File: src/logic/fmpc_pkg.sv
// Purpose: constants and types for the flyback mode and pulse control core
// Assumes: 50 MHz controller clock; currents are uA codes, voltages mV codes
// Notes: cycle counts are derived from the printed times and the clock rate
package fmpc_pkg;
   localparam int CLK_HZ = 32'h02FA_F080; // 50 MHz
   localparam int CLK_NS = 32'h0000_0014; // 20 ns
   // ----------------------------------------
   // load current thresholds, uA
   // ----------------------------------------
   localparam logic [9:0] MAX_PWR_UA = 10'h0D2; // 210
   localparam logic [9:0] BURST_UA = 10'h230; // 560
   localparam logic [9:0] MIN_PWR_UA = 10'h262; // 610
   localparam logic [9:0] HALVE_STEP_UA = 10'h032; // 50
   // ----------------------------------------
   // mapping constants
   // ----------------------------------------
   localparam logic [5:0] MAX_VALLEY = 6'h20; // 32
   localparam logic [5:0] VALLEY_JUMP = 6'h0A; // 10
   localparam logic [17:0] VALLEY_SLOPE = 18'h00017; // 23/256 valley per uA
   localparam logic [9:0] DUTY_SLOPE = 10'h005; // duty lsb per uA
   localparam logic [7:0] DUTY_FULL = 8'hFF;
   localparam logic [19:0] BASE_NUM = 20'h00005; // base = clamp*5/6 cycles
   localparam logic [19:0] BASE_DEN = 20'h00006;
   localparam logic [8:0] CAP_ONE = 9'h100;
   localparam logic [7:0] RTD_MIN_KOHM = 8'h1B; // 27
   // ----------------------------------------
   // timing
   // ----------------------------------------
   localparam int TOFF_MAX_NS = 32'h0000_B798; // 47000
   localparam logic [11:0] TOFF_MAX_CYC = 12'(TOFF_MAX_NS / CLK_NS);
   localparam int WAKE_DEF_HZ = 32'h0000_00C8; // 200
   localparam int WAKE_DEF_CYC = CLK_HZ / WAKE_DEF_HZ;
   localparam int HALF_DEF_MS = 32'h0000_000A; // 10
   localparam int HALF_DEF_CYC = HALF_DEF_MS * (CLK_HZ / 32'h0000_03E8);
   // ----------------------------------------
   // register map
   // ----------------------------------------
   localparam logic [7:0] CTRL_OFS = 8'h00;
   localparam logic [7:0] STATUS_OFS = 8'h04;
   localparam logic [7:0] LOAD_OFS = 8'h08;
   localparam logic [7:0] ONTIME_OFS = 8'h0C;
   localparam logic CTRL_RST = 1'h0;
   localparam int CTRL_RUN_BIT = 0;
   localparam int ST_MODE_LSB = 0;
   localparam int ST_VALLEY_LSB = 2;
   localparam int ST_SENSE_BIT = 8;
   localparam int ST_SYNC_BIT = 9;
   localparam int ST_PULLUP_BIT = 10;
   // ----------------------------------------
   // types
   // ----------------------------------------
   typedef enum logic [1:0] {
      ST_VALLEY = 2'b00,
      ST_SLEEP = 2'b01,
      ST_BURST = 2'b10,
      ST_WAKE = 2'b11
   } fmpc_mode_e;
   typedef struct packed {
      logic wake;
      logic burst_end;
      logic zero_cross;
      logic line_cross;
      logic ripple_ok;
   } fmpc_sense_s;
   typedef struct packed {
      logic [12:0] vpl;
      logic [5:0] valley;
      logic [7:0] duty;
   } fmpc_map_s;
endpackage

File: src/logic/fmpc_core.sv
// Purpose: run-state mode selection and pulse control of a flyback controller
// Assumes: all inputs synchronous to I_CLK; registers on AHB-Lite, zero wait
// Notes: start-up, protections and zero-cross front end live elsewhere
`timescale 1ns/1ps
module fmpc_core #(
   parameter int P_WAKE_DEF_CYC = fmpc_pkg::WAKE_DEF_CYC,
   parameter int P_HALF_DEF_CYC = fmpc_pkg::HALF_DEF_CYC
) (
   input wire logic I_CLK,
   input wire logic I_RESETN,
   input wire logic I_HSEL,
   input wire logic [31:0] I_HADDR,
   input wire logic [1:0] I_HTRANS,
   input wire logic I_HWRITE,
   input wire logic [2:0] I_HSIZE,
   input wire logic [31:0] I_HWDATA,
   input wire logic I_HREADY,
   output logic [31:0] O_HRDATA,
   output logic O_HREADYOUT,
   output logic O_HRESP,
   input wire logic [9:0] I_LOAD_UA,
   input wire logic [11:0] I_CLAMP_UA,
   input wire logic [11:0] I_VIN_MV,
   input wire logic [7:0] I_RTD_KOHM,
   input wire fmpc_pkg::fmpc_sense_s I_SENSE,
   output logic O_GATE,
   output logic O_REDUCED_GATE,
   output logic O_SLEEP,
   output logic O_PULLUP_EN,
   output logic O_BURST_MODE,
   output logic [5:0] O_VALLEY
);
   import fmpc_pkg::*;

   logic [9:0] ld_q;
   logic [11:0] clamp_q;
   logic [11:0] vin_q;
   logic [7:0] rtd_q;
   fmpc_sense_s sense_q;
   logic ctrl_run;
   logic run_q;
   logic rtd_ok;
   logic sense_en;
   fmpc_mode_e mode;
   fmpc_mode_e next_mode;
   logic [12:0] base;
   fmpc_map_s mp;
   logic [16:0] capv;
   logic [12:0] cap_cyc;
   logic capped;
   logic [18:0] comp;
   logic [12:0] on_time;
   logic [5:0] valley_app;
   logic [5:0] low_min;
   logic [19:0] line_cnt;
   logic [19:0] half_per;
   logic synced;
   logic [19:0] vtim;
   logic vtick;
   logic [19:0] wake_per;
   logic [19:0] wake_cnt;
   logic wake_hit;
   logic [19:0] blen_cnt;
   logic [27:0] blen;
   logic pulsing;
   logic gate_on;
   logic [12:0] pcnt;
   logic [11:0] off_cnt;
   logic [5:0] zc_cnt;
   logic ahb_sel;
   logic wr_en;
   logic [7:0] wr_addr;
   logic [31:0] st_word;

   // ----------------------------------------
   // load current mapping
   // ----------------------------------------
   function automatic fmpc_map_s map_load(input logic [9:0] ld, input logic [12:0] b);
      logic [9:0] span;
      logic [4:0] sh;
      logic [17:0] rem;
      logic [12:0] hi;
      logic [17:0] prod;
      logic [17:0] vq;
      fmpc_map_s m;
      span = (ld > MAX_PWR_UA) ? ld - MAX_PWR_UA : 10'h000;
      sh = 5'(span / HALVE_STEP_UA);
      rem = 18'(span % HALVE_STEP_UA);
      hi = b >> sh;
      // linear between halving points keeps the curve monotonic
      prod = 18'(hi >> 1) * rem;
      m.vpl = hi - 13'(prod / 18'(HALVE_STEP_UA));
      vq = (18'(span) * VALLEY_SLOPE) >> 8;
      if (vq >= 18'(MAX_VALLEY - 6'h01)) begin
         m.valley = MAX_VALLEY;
      end else begin
         m.valley = 6'(vq) + 6'h01;
      end
      if (ld >= MIN_PWR_UA) begin
         m.duty = 8'h00;
      end else if (ld < BURST_UA) begin
         m.duty = DUTY_FULL;
      end else begin
         m.duty = 8'((MIN_PWR_UA - ld) * DUTY_SLOPE);
      end
      return m;
   endfunction

   // power limit factor (Q8) and saturation offset in uA, per 100 mV
   function automatic logic [16:0] cap_tab(input logic [11:0] v);
      logic [11:0] idx;
      idx = v / 12'h064;
      case (idx)
         12'h000, 12'h001, 12'h002, 12'h003: cap_tab = {CAP_ONE, 8'h00};
         12'h004, 12'h005, 12'h006: cap_tab = {CAP_ONE, 8'h00};
         12'h007: cap_tab = {9'h0BA, 8'h17};
         12'h008: cap_tab = {9'h08C, 8'h2B};
         12'h009: cap_tab = {9'h06D, 8'h3D};
         12'h00A: cap_tab = {9'h057, 8'h4E};
         12'h00B: cap_tab = {9'h047, 8'h5C};
         12'h00C: cap_tab = {9'h03B, 8'h69};
         12'h00D: cap_tab = {9'h032, 8'h76};
         12'h00E: cap_tab = {9'h02B, 8'h81};
         12'h00F: cap_tab = {9'h025, 8'h8C};
         12'h010: cap_tab = {9'h020, 8'h95};
         12'h011: cap_tab = {9'h01C, 8'h9F};
         12'h012: cap_tab = {9'h019, 8'hA7};
         12'h013: cap_tab = {9'h016, 8'hB0};
         default: cap_tab = {9'h014, 8'hB8};
      endcase
   endfunction

   // ----------------------------------------
   // input capture
   // ----------------------------------------
   always_ff @(posedge I_CLK) begin
      if (!I_RESETN) begin
         ld_q <= 10'h000;
         clamp_q <= 12'h000;
         vin_q <= 12'h000;
         rtd_q <= 8'h00;
         sense_q <= '0;
      end else begin
         ld_q <= I_LOAD_UA;
         clamp_q <= I_CLAMP_UA;
         vin_q <= I_VIN_MV;
         rtd_q <= I_RTD_KOHM;
         sense_q <= I_SENSE;
      end
   end

   // resistance is judged once, when run starts
   always_ff @(posedge I_CLK) begin
      if (!I_RESETN) begin
         run_q <= 1'b0;
         rtd_ok <= 1'b0;
      end else begin
         run_q <= ctrl_run;
         if (!ctrl_run) begin
            rtd_ok <= 1'b0;
         end else if (!run_q) begin
            rtd_ok <= (rtd_q >= RTD_MIN_KOHM);
         end
      end
   end
   assign sense_en = run_q && rtd_ok;

   // ----------------------------------------
   // pulse length, cap and compensation
   // ----------------------------------------
   assign base = 13'((20'(clamp_q) * BASE_NUM) / BASE_DEN);
   assign mp = map_load(ld_q, base);
   assign capv = cap_tab(vin_q);
   assign cap_cyc = 13'((22'(base) * 22'(capv[16:8])) >> 8);
   assign capped = {1'b0, ld_q} <= 11'(MAX_PWR_UA) + 11'(capv[7:0]);
   // longer on-time per extra valley keeps power level across steps
   assign comp = 19'(mp.vpl) + 19'(mp.vpl >> 4) * 19'(valley_app - 6'h01);

   always_ff @(posedge I_CLK) begin
      if (!I_RESETN) begin
         on_time <= 13'h0000;
      end else if (capped && comp > 19'(cap_cyc)) begin
         on_time <= cap_cyc;
      end else if (comp > 19'h01FFF) begin
         on_time <= 13'h1FFF;
      end else begin
         on_time <= comp[12:0];
      end
   end

   // ----------------------------------------
   // line sync and valley update
   // ----------------------------------------
   always_ff @(posedge I_CLK) begin
      if (!I_RESETN) begin
         line_cnt <= 20'h00000;
         half_per <= 20'(P_HALF_DEF_CYC);
         synced <= 1'b0;
      end else if (sense_q.line_cross) begin
         line_cnt <= 20'h00000;
         if (sense_q.ripple_ok && mode == ST_VALLEY) begin
            synced <= 1'b1;
            half_per <= line_cnt + 20'h00001;
         end
      end else if (line_cnt != 20'hFFFFF) begin
         line_cnt <= line_cnt + 20'h00001;
      end
   end

   // unsynced, the default half cycle length P_HALF_DEF_CYC drives updates
   assign vtick = synced ? sense_q.line_cross : (vtim >= half_per - 20'h00001);

   always_ff @(posedge I_CLK) begin
      if (!I_RESETN || vtick || mode != ST_VALLEY) begin
         vtim <= 20'h00000;
      end else begin
         vtim <= vtim + 20'h00001;
      end
   end

   always_ff @(posedge I_CLK) begin
      if (!I_RESETN || !sense_en) begin
         valley_app <= 6'h01;
         low_min <= MAX_VALLEY;
      end else if (mode != ST_VALLEY) begin
         valley_app <= mp.valley;
         low_min <= mp.valley;
      end else if (vtick) begin
         valley_app <= (mp.valley < low_min) ? mp.valley : low_min;
         low_min <= mp.valley;
      end else begin
         if (mp.valley < low_min) begin
            low_min <= mp.valley;
         end
         // drops and large rises act at once, small rises wait
         if (mp.valley < valley_app || mp.valley >= valley_app + VALLEY_JUMP) begin
            valley_app <= mp.valley;
         end
      end
   end

   // ----------------------------------------
   // mode selection
   // ----------------------------------------
   assign wake_per = synced ? (half_per >> 1) : 20'(P_WAKE_DEF_CYC);
   assign wake_hit = (wake_cnt >= wake_per - 20'h00001);

   always_comb begin
      next_mode = mode;
      if (!sense_en) begin
         next_mode = ST_VALLEY;
      end else begin
         case (mode)
            ST_VALLEY: begin
               if (ld_q >= BURST_UA) begin
                  next_mode = ST_SLEEP;
               end
            end
            ST_SLEEP, ST_BURST: begin
               if (sense_q.wake) begin
                  next_mode = ST_WAKE;
               end else if (wake_hit) begin
                  if (ld_q >= MIN_PWR_UA) begin
                     next_mode = ST_SLEEP;
                  end else if (ld_q < BURST_UA) begin
                     next_mode = ST_VALLEY;
                  end else begin
                     next_mode = ST_BURST;
                  end
               end else if (mode == ST_BURST && blen_cnt == 20'h00000) begin
                  next_mode = ST_SLEEP;
               end
            end
            ST_WAKE: begin
               if (sense_q.burst_end) begin
                  next_mode = ST_SLEEP;
               end
            end
            default: next_mode = ST_VALLEY;
         endcase
      end
   end

   always_ff @(posedge I_CLK) begin
      if (!I_RESETN) begin
         mode <= ST_VALLEY;
         O_BURST_MODE <= 1'b0;
         O_REDUCED_GATE <= 1'b0;
         O_SLEEP <= 1'b0;
      end else begin
         mode <= next_mode;
         O_BURST_MODE <= (next_mode != ST_VALLEY);
         O_REDUCED_GATE <= (next_mode != ST_VALLEY);
         O_SLEEP <= (next_mode == ST_SLEEP);
      end
   end

   // the wake timer restarts on a supply wake, so that cycle comes out long
   always_ff @(posedge I_CLK) begin
      if (!I_RESETN || mode == ST_VALLEY || wake_hit) begin
         wake_cnt <= 20'h00000;
      end else if (next_mode == ST_WAKE && mode != ST_WAKE) begin
         wake_cnt <= 20'h00000;
      end else begin
         wake_cnt <= wake_cnt + 20'h00001;
      end
   end

   assign blen = 28'(mp.duty) * 28'(wake_per);

   always_ff @(posedge I_CLK) begin
      if (!I_RESETN) begin
         blen_cnt <= 20'h00000;
      end else if (next_mode == ST_BURST && (mode != ST_BURST || wake_hit)) begin
         blen_cnt <= blen[27:8];
      end else if (blen_cnt != 20'h00000) begin
         blen_cnt <= blen_cnt - 20'h00001;
      end
   end

   always_ff @(posedge I_CLK) begin
      if (!I_RESETN) begin
         O_PULLUP_EN <= 1'b0;
      end else begin
         O_PULLUP_EN <= run_q && next_mode != ST_WAKE;
      end
   end

   // ----------------------------------------
   // gate pulse generation
   // ----------------------------------------
   assign pulsing = sense_en && next_mode != ST_SLEEP && mode != ST_SLEEP;

   always_ff @(posedge I_CLK) begin
      if (!I_RESETN || !pulsing) begin
         gate_on <= 1'b0;
         pcnt <= 13'h0000;
         off_cnt <= 12'h000;
         zc_cnt <= 6'h00;
      end else if (gate_on) begin
         if (pcnt + 13'h0001 >= on_time) begin
            gate_on <= 1'b0;
            pcnt <= 13'h0000;
         end else begin
            pcnt <= pcnt + 13'h0001;
         end
      end else if (zc_cnt >= valley_app || off_cnt == TOFF_MAX_CYC - 12'h001) begin
         gate_on <= 1'b1;
         off_cnt <= 12'h000;
         zc_cnt <= 6'h00;
      end else begin
         off_cnt <= off_cnt + 12'h001;
         if (sense_q.zero_cross) begin
            zc_cnt <= zc_cnt + 6'h01;
         end
      end
   end
   assign O_GATE = gate_on;
   assign O_VALLEY = valley_app;

   // ----------------------------------------
   // AHB-Lite register slave
   // ----------------------------------------
   assign ahb_sel = I_HSEL && I_HTRANS[1] && I_HREADY;

   always_comb begin
      st_word = 32'h0000_0000;
      st_word[ST_MODE_LSB +: 2] = mode;
      st_word[ST_VALLEY_LSB +: 6] = valley_app;
      st_word[ST_SENSE_BIT] = sense_en;
      st_word[ST_SYNC_BIT] = synced;
      st_word[ST_PULLUP_BIT] = O_PULLUP_EN;
   end

   always_ff @(posedge I_CLK) begin
      if (!I_RESETN) begin
         wr_en <= 1'b0;
         wr_addr <= 8'h00;
         ctrl_run <= CTRL_RST;
      end else begin
         wr_en <= ahb_sel && I_HWRITE;
         wr_addr <= I_HADDR[7:0];
         if (wr_en && wr_addr == CTRL_OFS) begin
            ctrl_run <= I_HWDATA[CTRL_RUN_BIT];
         end
      end
   end

   always_ff @(posedge I_CLK) begin
      if (!I_RESETN) begin
         O_HRDATA <= 32'h0000_0000;
         O_HREADYOUT <= 1'b1;
         O_HRESP <= 1'b0;
      end else begin
         O_HREADYOUT <= 1'b1;
         O_HRESP <= 1'b0;
         O_HRDATA <= 32'h0000_0000;
         if (ahb_sel && !I_HWRITE) begin
            case (I_HADDR[7:0])
               CTRL_OFS: O_HRDATA <= {31'h0000_0000, ctrl_run};
               STATUS_OFS: O_HRDATA <= st_word;
               LOAD_OFS: O_HRDATA <= {22'h00_0000, ld_q};
               ONTIME_OFS: O_HRDATA <= {19'h0_0000, on_time};
               default: O_HRDATA <= 32'h0000_0000;
            endcase
         end
      end
   end
endmodule

File: config.mk
export PLATFORM = sky130hd
export DESIGN_NAME = fmpc_core
export DESIGN_NICKNAME = d
export VERILOG_FILES = /design/src/logic/fmpc_pkg.sv /design/src/logic/fmpc_core.sv
export SDC_FILE = /design/constraint.sdc
export NUM_CORES = 2
export LEC_CHECK = 0
export ABC_AREA = 1
export BUFFER_PORTS_ARGS = -buffer_cell sky130_fd_sc_hd__buf_4
export CORE_MARGIN = 3
export CORE_UTILIZATION = 62
export CTS_CLUSTER_SIZE = 28
export DETAILED_ROUTE_END_ITERATION = 16
export GPL_ROUTABILITY_DRIVEN = 1
export PLACE_DENSITY = 0.88
export SETUP_SLACK_MARGIN = 0.15
export SKIP_LAST_GASP = 1
export SLEW_MARGIN = 10
export SYNTH_ARGS = -nofsm -noshare
export SYNTH_HDL_FRONTEND = slang
export SYNTH_SLANG_ARGS = --single-unit
export TNS_END_PERCENT = 1
File: constraint.sdc
create_clock -name I_CLK -period 26.8 [get_ports I_CLK]
set_clock_uncertainty 0.05 [all_clocks]
set_input_delay 0 -clock I_CLK [delete_from_list [all_inputs] [get_ports I_CLK]]
set_output_delay 0 -clock I_CLK [all_outputs]
set_load 0.02 [all_outputs]
Word-level counts from Yosys, hierarchy flattened:

Memories as Yosys holds them, arrays and structs flattened.
Index checks and enable logic that the tools add are counted.
W data, S select, Z words.

* bits of input ports: 121
* memories: 1
* latch bits: 0
* register bits: 254
* RAM bits: 0
* ROM bits: 544

* order comparisons: 16
* multipliers: 7
* equality and inequality tests: 16
* reductions and logical operators: 45
* add/subtract/negate cells: 17
* divide/modulo/power cells: 5
* shift operators: 1
* bitwise logic cells: 2
* mux-type cells: 34

Memories
* (no name shown): words 32, width 17, rd ports 1, clocked after memory_dff 0, write ports 0, RTL line fmpc_core.sv:113 `case (idx)`

Operators by type and width (count)
* $add A20 B1 Y20 const B: 3
* $mux W6: 9
* $pmux W13 S4: 1
* $ge A20 B20 Y1: 2
* $mux W20: 2
* $sub A20 B1 Y20 const B: 2
* $mux W13: 3
* $mul A8 B19 Y27: 1
* $mul A13 B9 Y21: 1
* $div A15 B3 Y20 const B: 1
* $ge A10 B10 Y1 const B: 2
* $logic_not A20 Y1: 1
* $ne A20 B20 Y1 const B: 1
* $reduce_bool A20 Y1: 1
* $sub A19 B1 Y20 const B: 1
* $gt A19 B13 Y1: 1
* $gt A19 B13 Y1 const B: 1
* $mux W19: 1
* $add A14 B17 Y18: 1
* $div A18 B6 Y18 const B: 1
* $mod A10 B6 Y18 const B: 1
* $mul A12 B18 Y18: 1
* $mul A10 B7 Y17: 1
* $mux W17: 1
* other kinds (47): 103

Depth between registers and ports, before layout:

* depth in word-level cells: 12
* mapped depth: 185
* mapped depth without buffers: 182

Worst setup path after synthesis:

OpenSTA, ideal clock, no wires.

* path type: register -> register
* start point: register clamp_q[1]
* end point: register on_time[3]
* arrival: 21.524 ns
* clock period less this slack: 21.699 ns
* required time: 26.626 ns
* cell stages (with the launch flop): 170
* setup slack: 5.101 ns
* library setup time: 0.124 ns
* cells stage by stage: dfxtp_1 -> ha_1 -> ha_1 -> fa_1 -> nand2_1 -> inv_1 -> a21oi_1 -> o21ai_1 -> nand2_1 -> nand3_1 -> nand2_1 -> nand3_1 -> nand2_2 -> nand2_1 -> nand2_1 -> nand2_1 -> nand2_1 -> nand3_1 -> [... 134 more ...] -> o21ai_0 -> a21oi_1 -> o21bai_1 -> a21oi_1 -> o21bai_1 -> a21oi_1 -> nor2_1 -> nor2_1 -> xor2_1 -> nand3_1 -> inv_1 -> nand2_1 -> nand2_1 -> inv_1 -> buf_1 -> nand2_1 -> o311ai_0 -> inv_1

* cells in the longest elaborated chain, start to end: 11
* elaborated cells between the ends (all ways): 14

RTL lines
* start: declaration: RTL line fmpc_core.sv:36 `logic [11:0] clamp_q;`
* start signal: assignment: RTL line fmpc_core.sv:139 `clamp_q <= 12'h000;`
* start signal: assignment: RTL line fmpc_core.sv:145 `clamp_q <= I_CLAMP_UA;`
* $mul A12 B3 Y15 (*): RTL line fmpc_core.sv:171 `assign base = 13'((20'(clamp_q) * BASE_NUM) / BASE_DEN);`
* $div A15 B3 Y20 (*): RTL line fmpc_core.sv:171
* $shr A13 B5 Y13: RTL line fmpc_core.sv:89 `hi = b >> sh;`
* $mul A12 B18 Y18: RTL line fmpc_core.sv:91 `prod = 18'(hi >> 1) * rem;`
* $div A18 B6 Y18: RTL line fmpc_core.sv:92 `m.vpl = hi - 13'(prod / 18'(HALVE_STEP_UA));`
* $sub A13 B13 Y13: RTL line fmpc_core.sv:92
* $mul A10 B7 Y17: RTL line fmpc_core.sv:177 `assign comp = 19'(mp.vpl) + 19'(mp.vpl >> 4) * 19'(valley_app - 6'h01);`
* $add A14 B17 Y18: RTL line fmpc_core.sv:177
* $gt A19 B13 Y1, on equally long branches: RTL line fmpc_core.sv:184, fmpc_core.sv:182
* $mux W13 or $logic_and A1 B1 Y1 (tied branches): RTL line fmpc_core.sv:184, fmpc_core.sv:182
* $mux W13 (*): RTL line fmpc_core.sv:182 `end else if (capped && comp > 19'(cap_cyc)) begin`
* end signal: assignment: RTL line fmpc_core.sv:183 `on_time <= cap_cyc;`
* end signal: assignment: RTL line fmpc_core.sv:187 `on_time <= comp[12:0];`
* end: declaration: RTL line fmpc_core.sv:52 `logic [12:0] on_time;`

Every way passes the cells marked *; elsewhere a longest branch is shown, timed or not.
A chain may end at the register's enable or synchronous reset.

Worst setup path after layout:

* start point: register clamp_q[1]
* end point: register on_time[2]

The elaborated chain is that of the path after synthesis.

==> summary.md <==
| Metric | Value |
|---|---|
| Placement Rows | `86` |
| RSZ-0062 raised after global routing | `false` |
| Actual transition at the worst max-transition pin | `between 1000 and 1500 ps` |
| Minimum hold slack | `between 100 and 150 ps` |
| Count of cells along the worst hold path | `4` |
| Overflow left after global routing | `0` |
| Number of nets in the layout | `~5800` |
| Average routed wire per standard cell | `~15 µm` |
| Antenna-violating nets left | `0` |
| Aggregate negative setup slack | `0 ps` |
| Vert. Die Dim | `243 µm` |
| Sequential element share of the synthesized area | `0.134` |
| Source of the worst register-to-register timing path | `clamp_q[1]$_SDFF_PN0_` |
| Cell area after placement | `36000 µm²` |
| First-pass GRT wire length | `approximately 140000 µm` |
| Destination of the worst hold path | `clamp_q[1]$_SDFF_PN0_` |
| Kind of cell adding the most delay to the critical path | `simple AND/OR/NAND/NOR gates` |
| Setup Crit Path Kind | `reg -> reg` |
| Total Routed Length | `86500 µm` |
| Final Hold Fails | `0` |
| Final number of max-transition violations | `0` |
| Port Buffers | `83` |
| Cells after Synth | `approximately 5000` |
| Post-route fraction of the period consumed by the critical path | `0.917` |
| CORE AREA | `between 50000 and 60000 µm²` |
| Fmax | `40.7 MHz` |
| Utilization of the core after routing | `0.684` |
| Detailed placement HPWL | `between 60000 and 70000 µm` |
| Avg Synthesized Cell Area | `roughly 7.2 µm²` |
| CTS HTree Levels | `1` |
| Buffering stage count on the worst path with inverters included | `16` |
| Primary flip-flop cell chosen by synthesis mapping | `sky130_fd_sc_hd__dfxtp_1` |
| Number of synthesized register bits | `about 230` |
| Share of flip-flops with an asynchronous set or reset after synthesis | `0` |
| Delay of the slowest critical-path stage | `~570 ps` |
| Global-route total usage across every layer | `0.288` |
| Starting density of the core | `0.629` |
| Via count | `31900` |
| Outcome | `finished clean` |
| Most prevalent standard cell on the critical path | `sky130_fd_sc_hd__nand2_1` |
| R2R Setup Slk | `about 2200 ps` |
| Number of clock buffers inserted by TritonCTS | `26` |
| Critical R2R Capture | `on_time[2]$_SDFF_PN0_` |
| Synth unique cells | `70` |
| CP max FO | `11` |
| Full die area | `59100 µm²` |
| Via density per instance | `~5.5` |
| Yosys warning count | `0` |
| Clock latency on the worst-skew pair | `550 ps` |
| Maximum number of pins on one net before global-route repair | `56` |
| Finish-stage setup viols | `0` |
| DR iter-0 viols | `2983` |
| Worst reg2reg path depth | `approximately 170` |
| Post-synth EDFFs | `0` |
| Max-cap viol count | `0` |
| Nature of the critical path endpoint | `register` |
| Number of buffers on the longest clock path | `3` |
| Area of all placed cells without fillers | `about 38000 µm²` |
| Weighted congestion reported at the end of routability-driven placement | `between 0.9 and 1` |
| Worst path required time | `between 20000 and 30000 ps` |
| Clock Pin Slew Worst Setup and Hold Paths | `60 ps` |
| DRC viols | `0` |
| Endpoint arrival time on the critical path | `roughly 25000 ps` |
| CTS Sinks | `about 230` |
| Library cell used as clock root buffer | `sky130_fd_sc_hd__clkbuf_16` |
| Number of global-route vias before repair | `about 31000` |
| Pre-antenna DRT Iters | `7` |
| Minimum period implied by the final worst setup slack | `24580 ps` |
| Min-Delay Startpoint | `I_CLAMP_UA[1]` |
| Die Wd | `between 200 and 250 µm` |
| TritonCTS clock tree | `built` |
| Num ports | `roughly 170` |
| Slowest CP cell | `sky130_fd_sc_hd__fa_1` |
| Signed area change from the synthesized netlist to the final layout | `8.74%` |
| Antenna violations before repair | `2` |
| Type of the most critical hold path | `in -> reg` |
| Mapped cell area | `between 30000 and 40000 µm²` |
| Relative max-transition margin | `0.246` |
| Share of layout cells above drive strength 1 | `0.0838` |
| Setup crit start kind | `register` |
[cell usage in the layout, fill, tap and decap left out, types with 8 or more instances in the layout]
master and instances:
sky130_fd_sc_hd__nand2_1 978, sky130_fd_sc_hd__clkinvlp_4 8, sky130_fd_sc_hd__nor2_1 471, sky130_fd_sc_hd__nand2_2 74
sky130_fd_sc_hd__a31oi_1 14, sky130_fd_sc_hd__xor2_1 144, sky130_fd_sc_hd__o21ai_1 37, sky130_fd_sc_hd__inv_1 952
sky130_fd_sc_hd__nor2_2 10, sky130_fd_sc_hd__nand2_4 45, sky130_fd_sc_hd__nor4_1 15, sky130_fd_sc_hd__nand3_1 220
sky130_fd_sc_hd__o211ai_1 15, sky130_fd_sc_hd__nor3b_1 17, sky130_fd_sc_hd__a21oi_1 207, sky130_fd_sc_hd__dlygate4sd3_1 72
sky130_fd_sc_hd__dfxtp_1 233, sky130_fd_sc_hd__xnor2_1 59, sky130_fd_sc_hd__clkbuf_16 27, sky130_fd_sc_hd__a21o_1 16
sky130_fd_sc_hd__ha_1 369, sky130_fd_sc_hd__fa_1 340, sky130_fd_sc_hd__clkinv_1 23, sky130_fd_sc_hd__o21ai_0 131
sky130_fd_sc_hd__a22oi_1 15, sky130_fd_sc_hd__nand3_2 22, sky130_fd_sc_hd__inv_2 40, sky130_fd_sc_hd__nand4_1 68
sky130_fd_sc_hd__o21a_1 12, sky130_fd_sc_hd__nor3_1 70, sky130_fd_sc_hd__a211oi_1 12, sky130_fd_sc_hd__or2_2 15
sky130_fd_sc_hd__buf_4 107, sky130_fd_sc_hd__o31ai_1 8, sky130_fd_sc_hd__nor2_4 15, sky130_fd_sc_hd__o21bai_1 15
sky130_fd_sc_hd__conb_1 21
[worst max path at each step]
stage,startpoint,end,depth (start not counted)
5_1_grt,clamp_q[1]$_SDFF_PN0_,on_time[8]$_SDFF_PN0_,167
6_report,clamp_q[1]$_SDFF_PN0_,on_time[2]$_SDFF_PN0_,168
3_3_place_gp,ld_q[2]$_SDFF_PN0_,on_time[1]$_SDFF_PN0_,157
4_1_cts,clamp_q[1]$_SDFF_PN0_,on_time[11]$_SDFF_PN0_,168
2_1_floorplan,clamp_q[1]$_SDFF_PN0_,on_time[3]$_SDFF_PN0_,169
3_5_place_dp,clamp_q[1]$_SDFF_PN0_,on_time[11]$_SDFF_PN0_,166
[registers in the layout (all words and copies together), names as in the netlist, 10 cells and up]
name / flops
blen_cnt: 20
half_per: 20
line_cnt: 20
vtim: 20
wake_cnt: 20
O_HRDATA: 13
on_time: 13
pcnt: 13
clamp_q: 12
off_cnt: 12
ld_q: 10
vin_q: 10
[metal layers]
metal / vias up / wire, µm / track usage
li1: 15400 / - / -
met1: 14900 / 36200 / 0.384
met2: 1347 / 40000 / 0.485
met3: 217 / 7890 / 0.0484
met4: 2 / 2340 / 0.0775
met5: - / 11 / 0
[synthesized netlist by cell type (15+ instances only)]
cell type                  count  area [µm²]
sky130_fd_sc_hd__o211ai_1     15         113
sky130_fd_sc_hd__xor2_1      145        1270
sky130_fd_sc_hd__nand2_2      74         463
sky130_fd_sc_hd__a21o_1       16         120
sky130_fd_sc_hd__nor2_1      471        1770
sky130_fd_sc_hd__nand2_4      39         439
sky130_fd_sc_hd__a22oi_1      15         113
sky130_fd_sc_hd__o21ai_0     134         671
sky130_fd_sc_hd__clkbuf_1     66         248
sky130_fd_sc_hd__nor3_1       71         355
sky130_fd_sc_hd__inv_1       956        3590
sky130_fd_sc_hd__a21oi_1     208        1040
sky130_fd_sc_hd__or2_2        15        93.8
sky130_fd_sc_hd__xnor2_1      59         517
sky130_fd_sc_hd__clkinv_1     24        90.1
sky130_fd_sc_hd__nor3b_1      17         128
sky130_fd_sc_hd__fa_1        340        6810
sky130_fd_sc_hd__nand3_1     223        1120
sky130_fd_sc_hd__nand3_2      20         200
sky130_fd_sc_hd__inv_2        39         146
sky130_fd_sc_hd__o21bai_1     15         113
sky130_fd_sc_hd__nand4_1      68         425
sky130_fd_sc_hd__nor4_1       15        93.8
sky130_fd_sc_hd__dfxtp_1     233        4660
sky130_fd_sc_hd__ha_1        369        4620
sky130_fd_sc_hd__buf_4        25         188
sky130_fd_sc_hd__nor2_4       15         169
sky130_fd_sc_hd__nand2_1     984        3690
sky130_fd_sc_hd__o21ai_1      34         170
[logic make-up (layout without fill, tap and decap cells)]
group,count (synthesis),in the layout,synth area share
xor gates and xnor gates,205,205,0.0517
buffers and inverters,1129,1246,0.126
other,2,22,0.000215
DFF,233,233,0.134
adders and majority gates,709,709,0.328
and+or+nand+nor,2048,2049,0.267
AOI/OAI and AO/OA,549,549,0.0929
[area by class of cell]
class	count	area (µm²)
Antenna cell	1	2.50
Clock buffer	36	779
Clock inverter	9	129
Fill cell	4274	17500
Inverter	1020	3850
Multi-Input combinational cell	3533	26000
Sequential cell	233	4660
Tap cell	748	936
Timing Repair Buffer	179	1520
Timing Repair inverter	2	15.0
[per-stage QoR]
| stage | worst slack (ps) | instances |
|---|---|---|
| finish | 2220 | 5761 |
| global route | 65.2 | 5760 |
| CTS | 833 | 5746 |
| detailed placement | 898 | 5629 |
| global placement | 1610 | 5629 |
| floorplan | 5100 | 4894 |
[timing repair]
action / in CTS / in global routing
hold buffers: 72 / 0
setup buffers: 0 / 11
gates resized for setup: 0 / 46
endpoints found under the setup margin: 0 / 13
hold endpoints to repair: 77 / 0
[worst min-delay path, stage by stage]
cell                            delay [ps]
sky130_fd_sc_hd__dlygate4sd3_1         530
sky130_fd_sc_hd__buf_4                 100
sky130_fd_sc_hd__nand2_1                40
sky130_fd_sc_hd__inv_1                  40
Power is not shown: default switching activity piles up to over one toggle a cycle in this logic, so the estimate is an artifact.
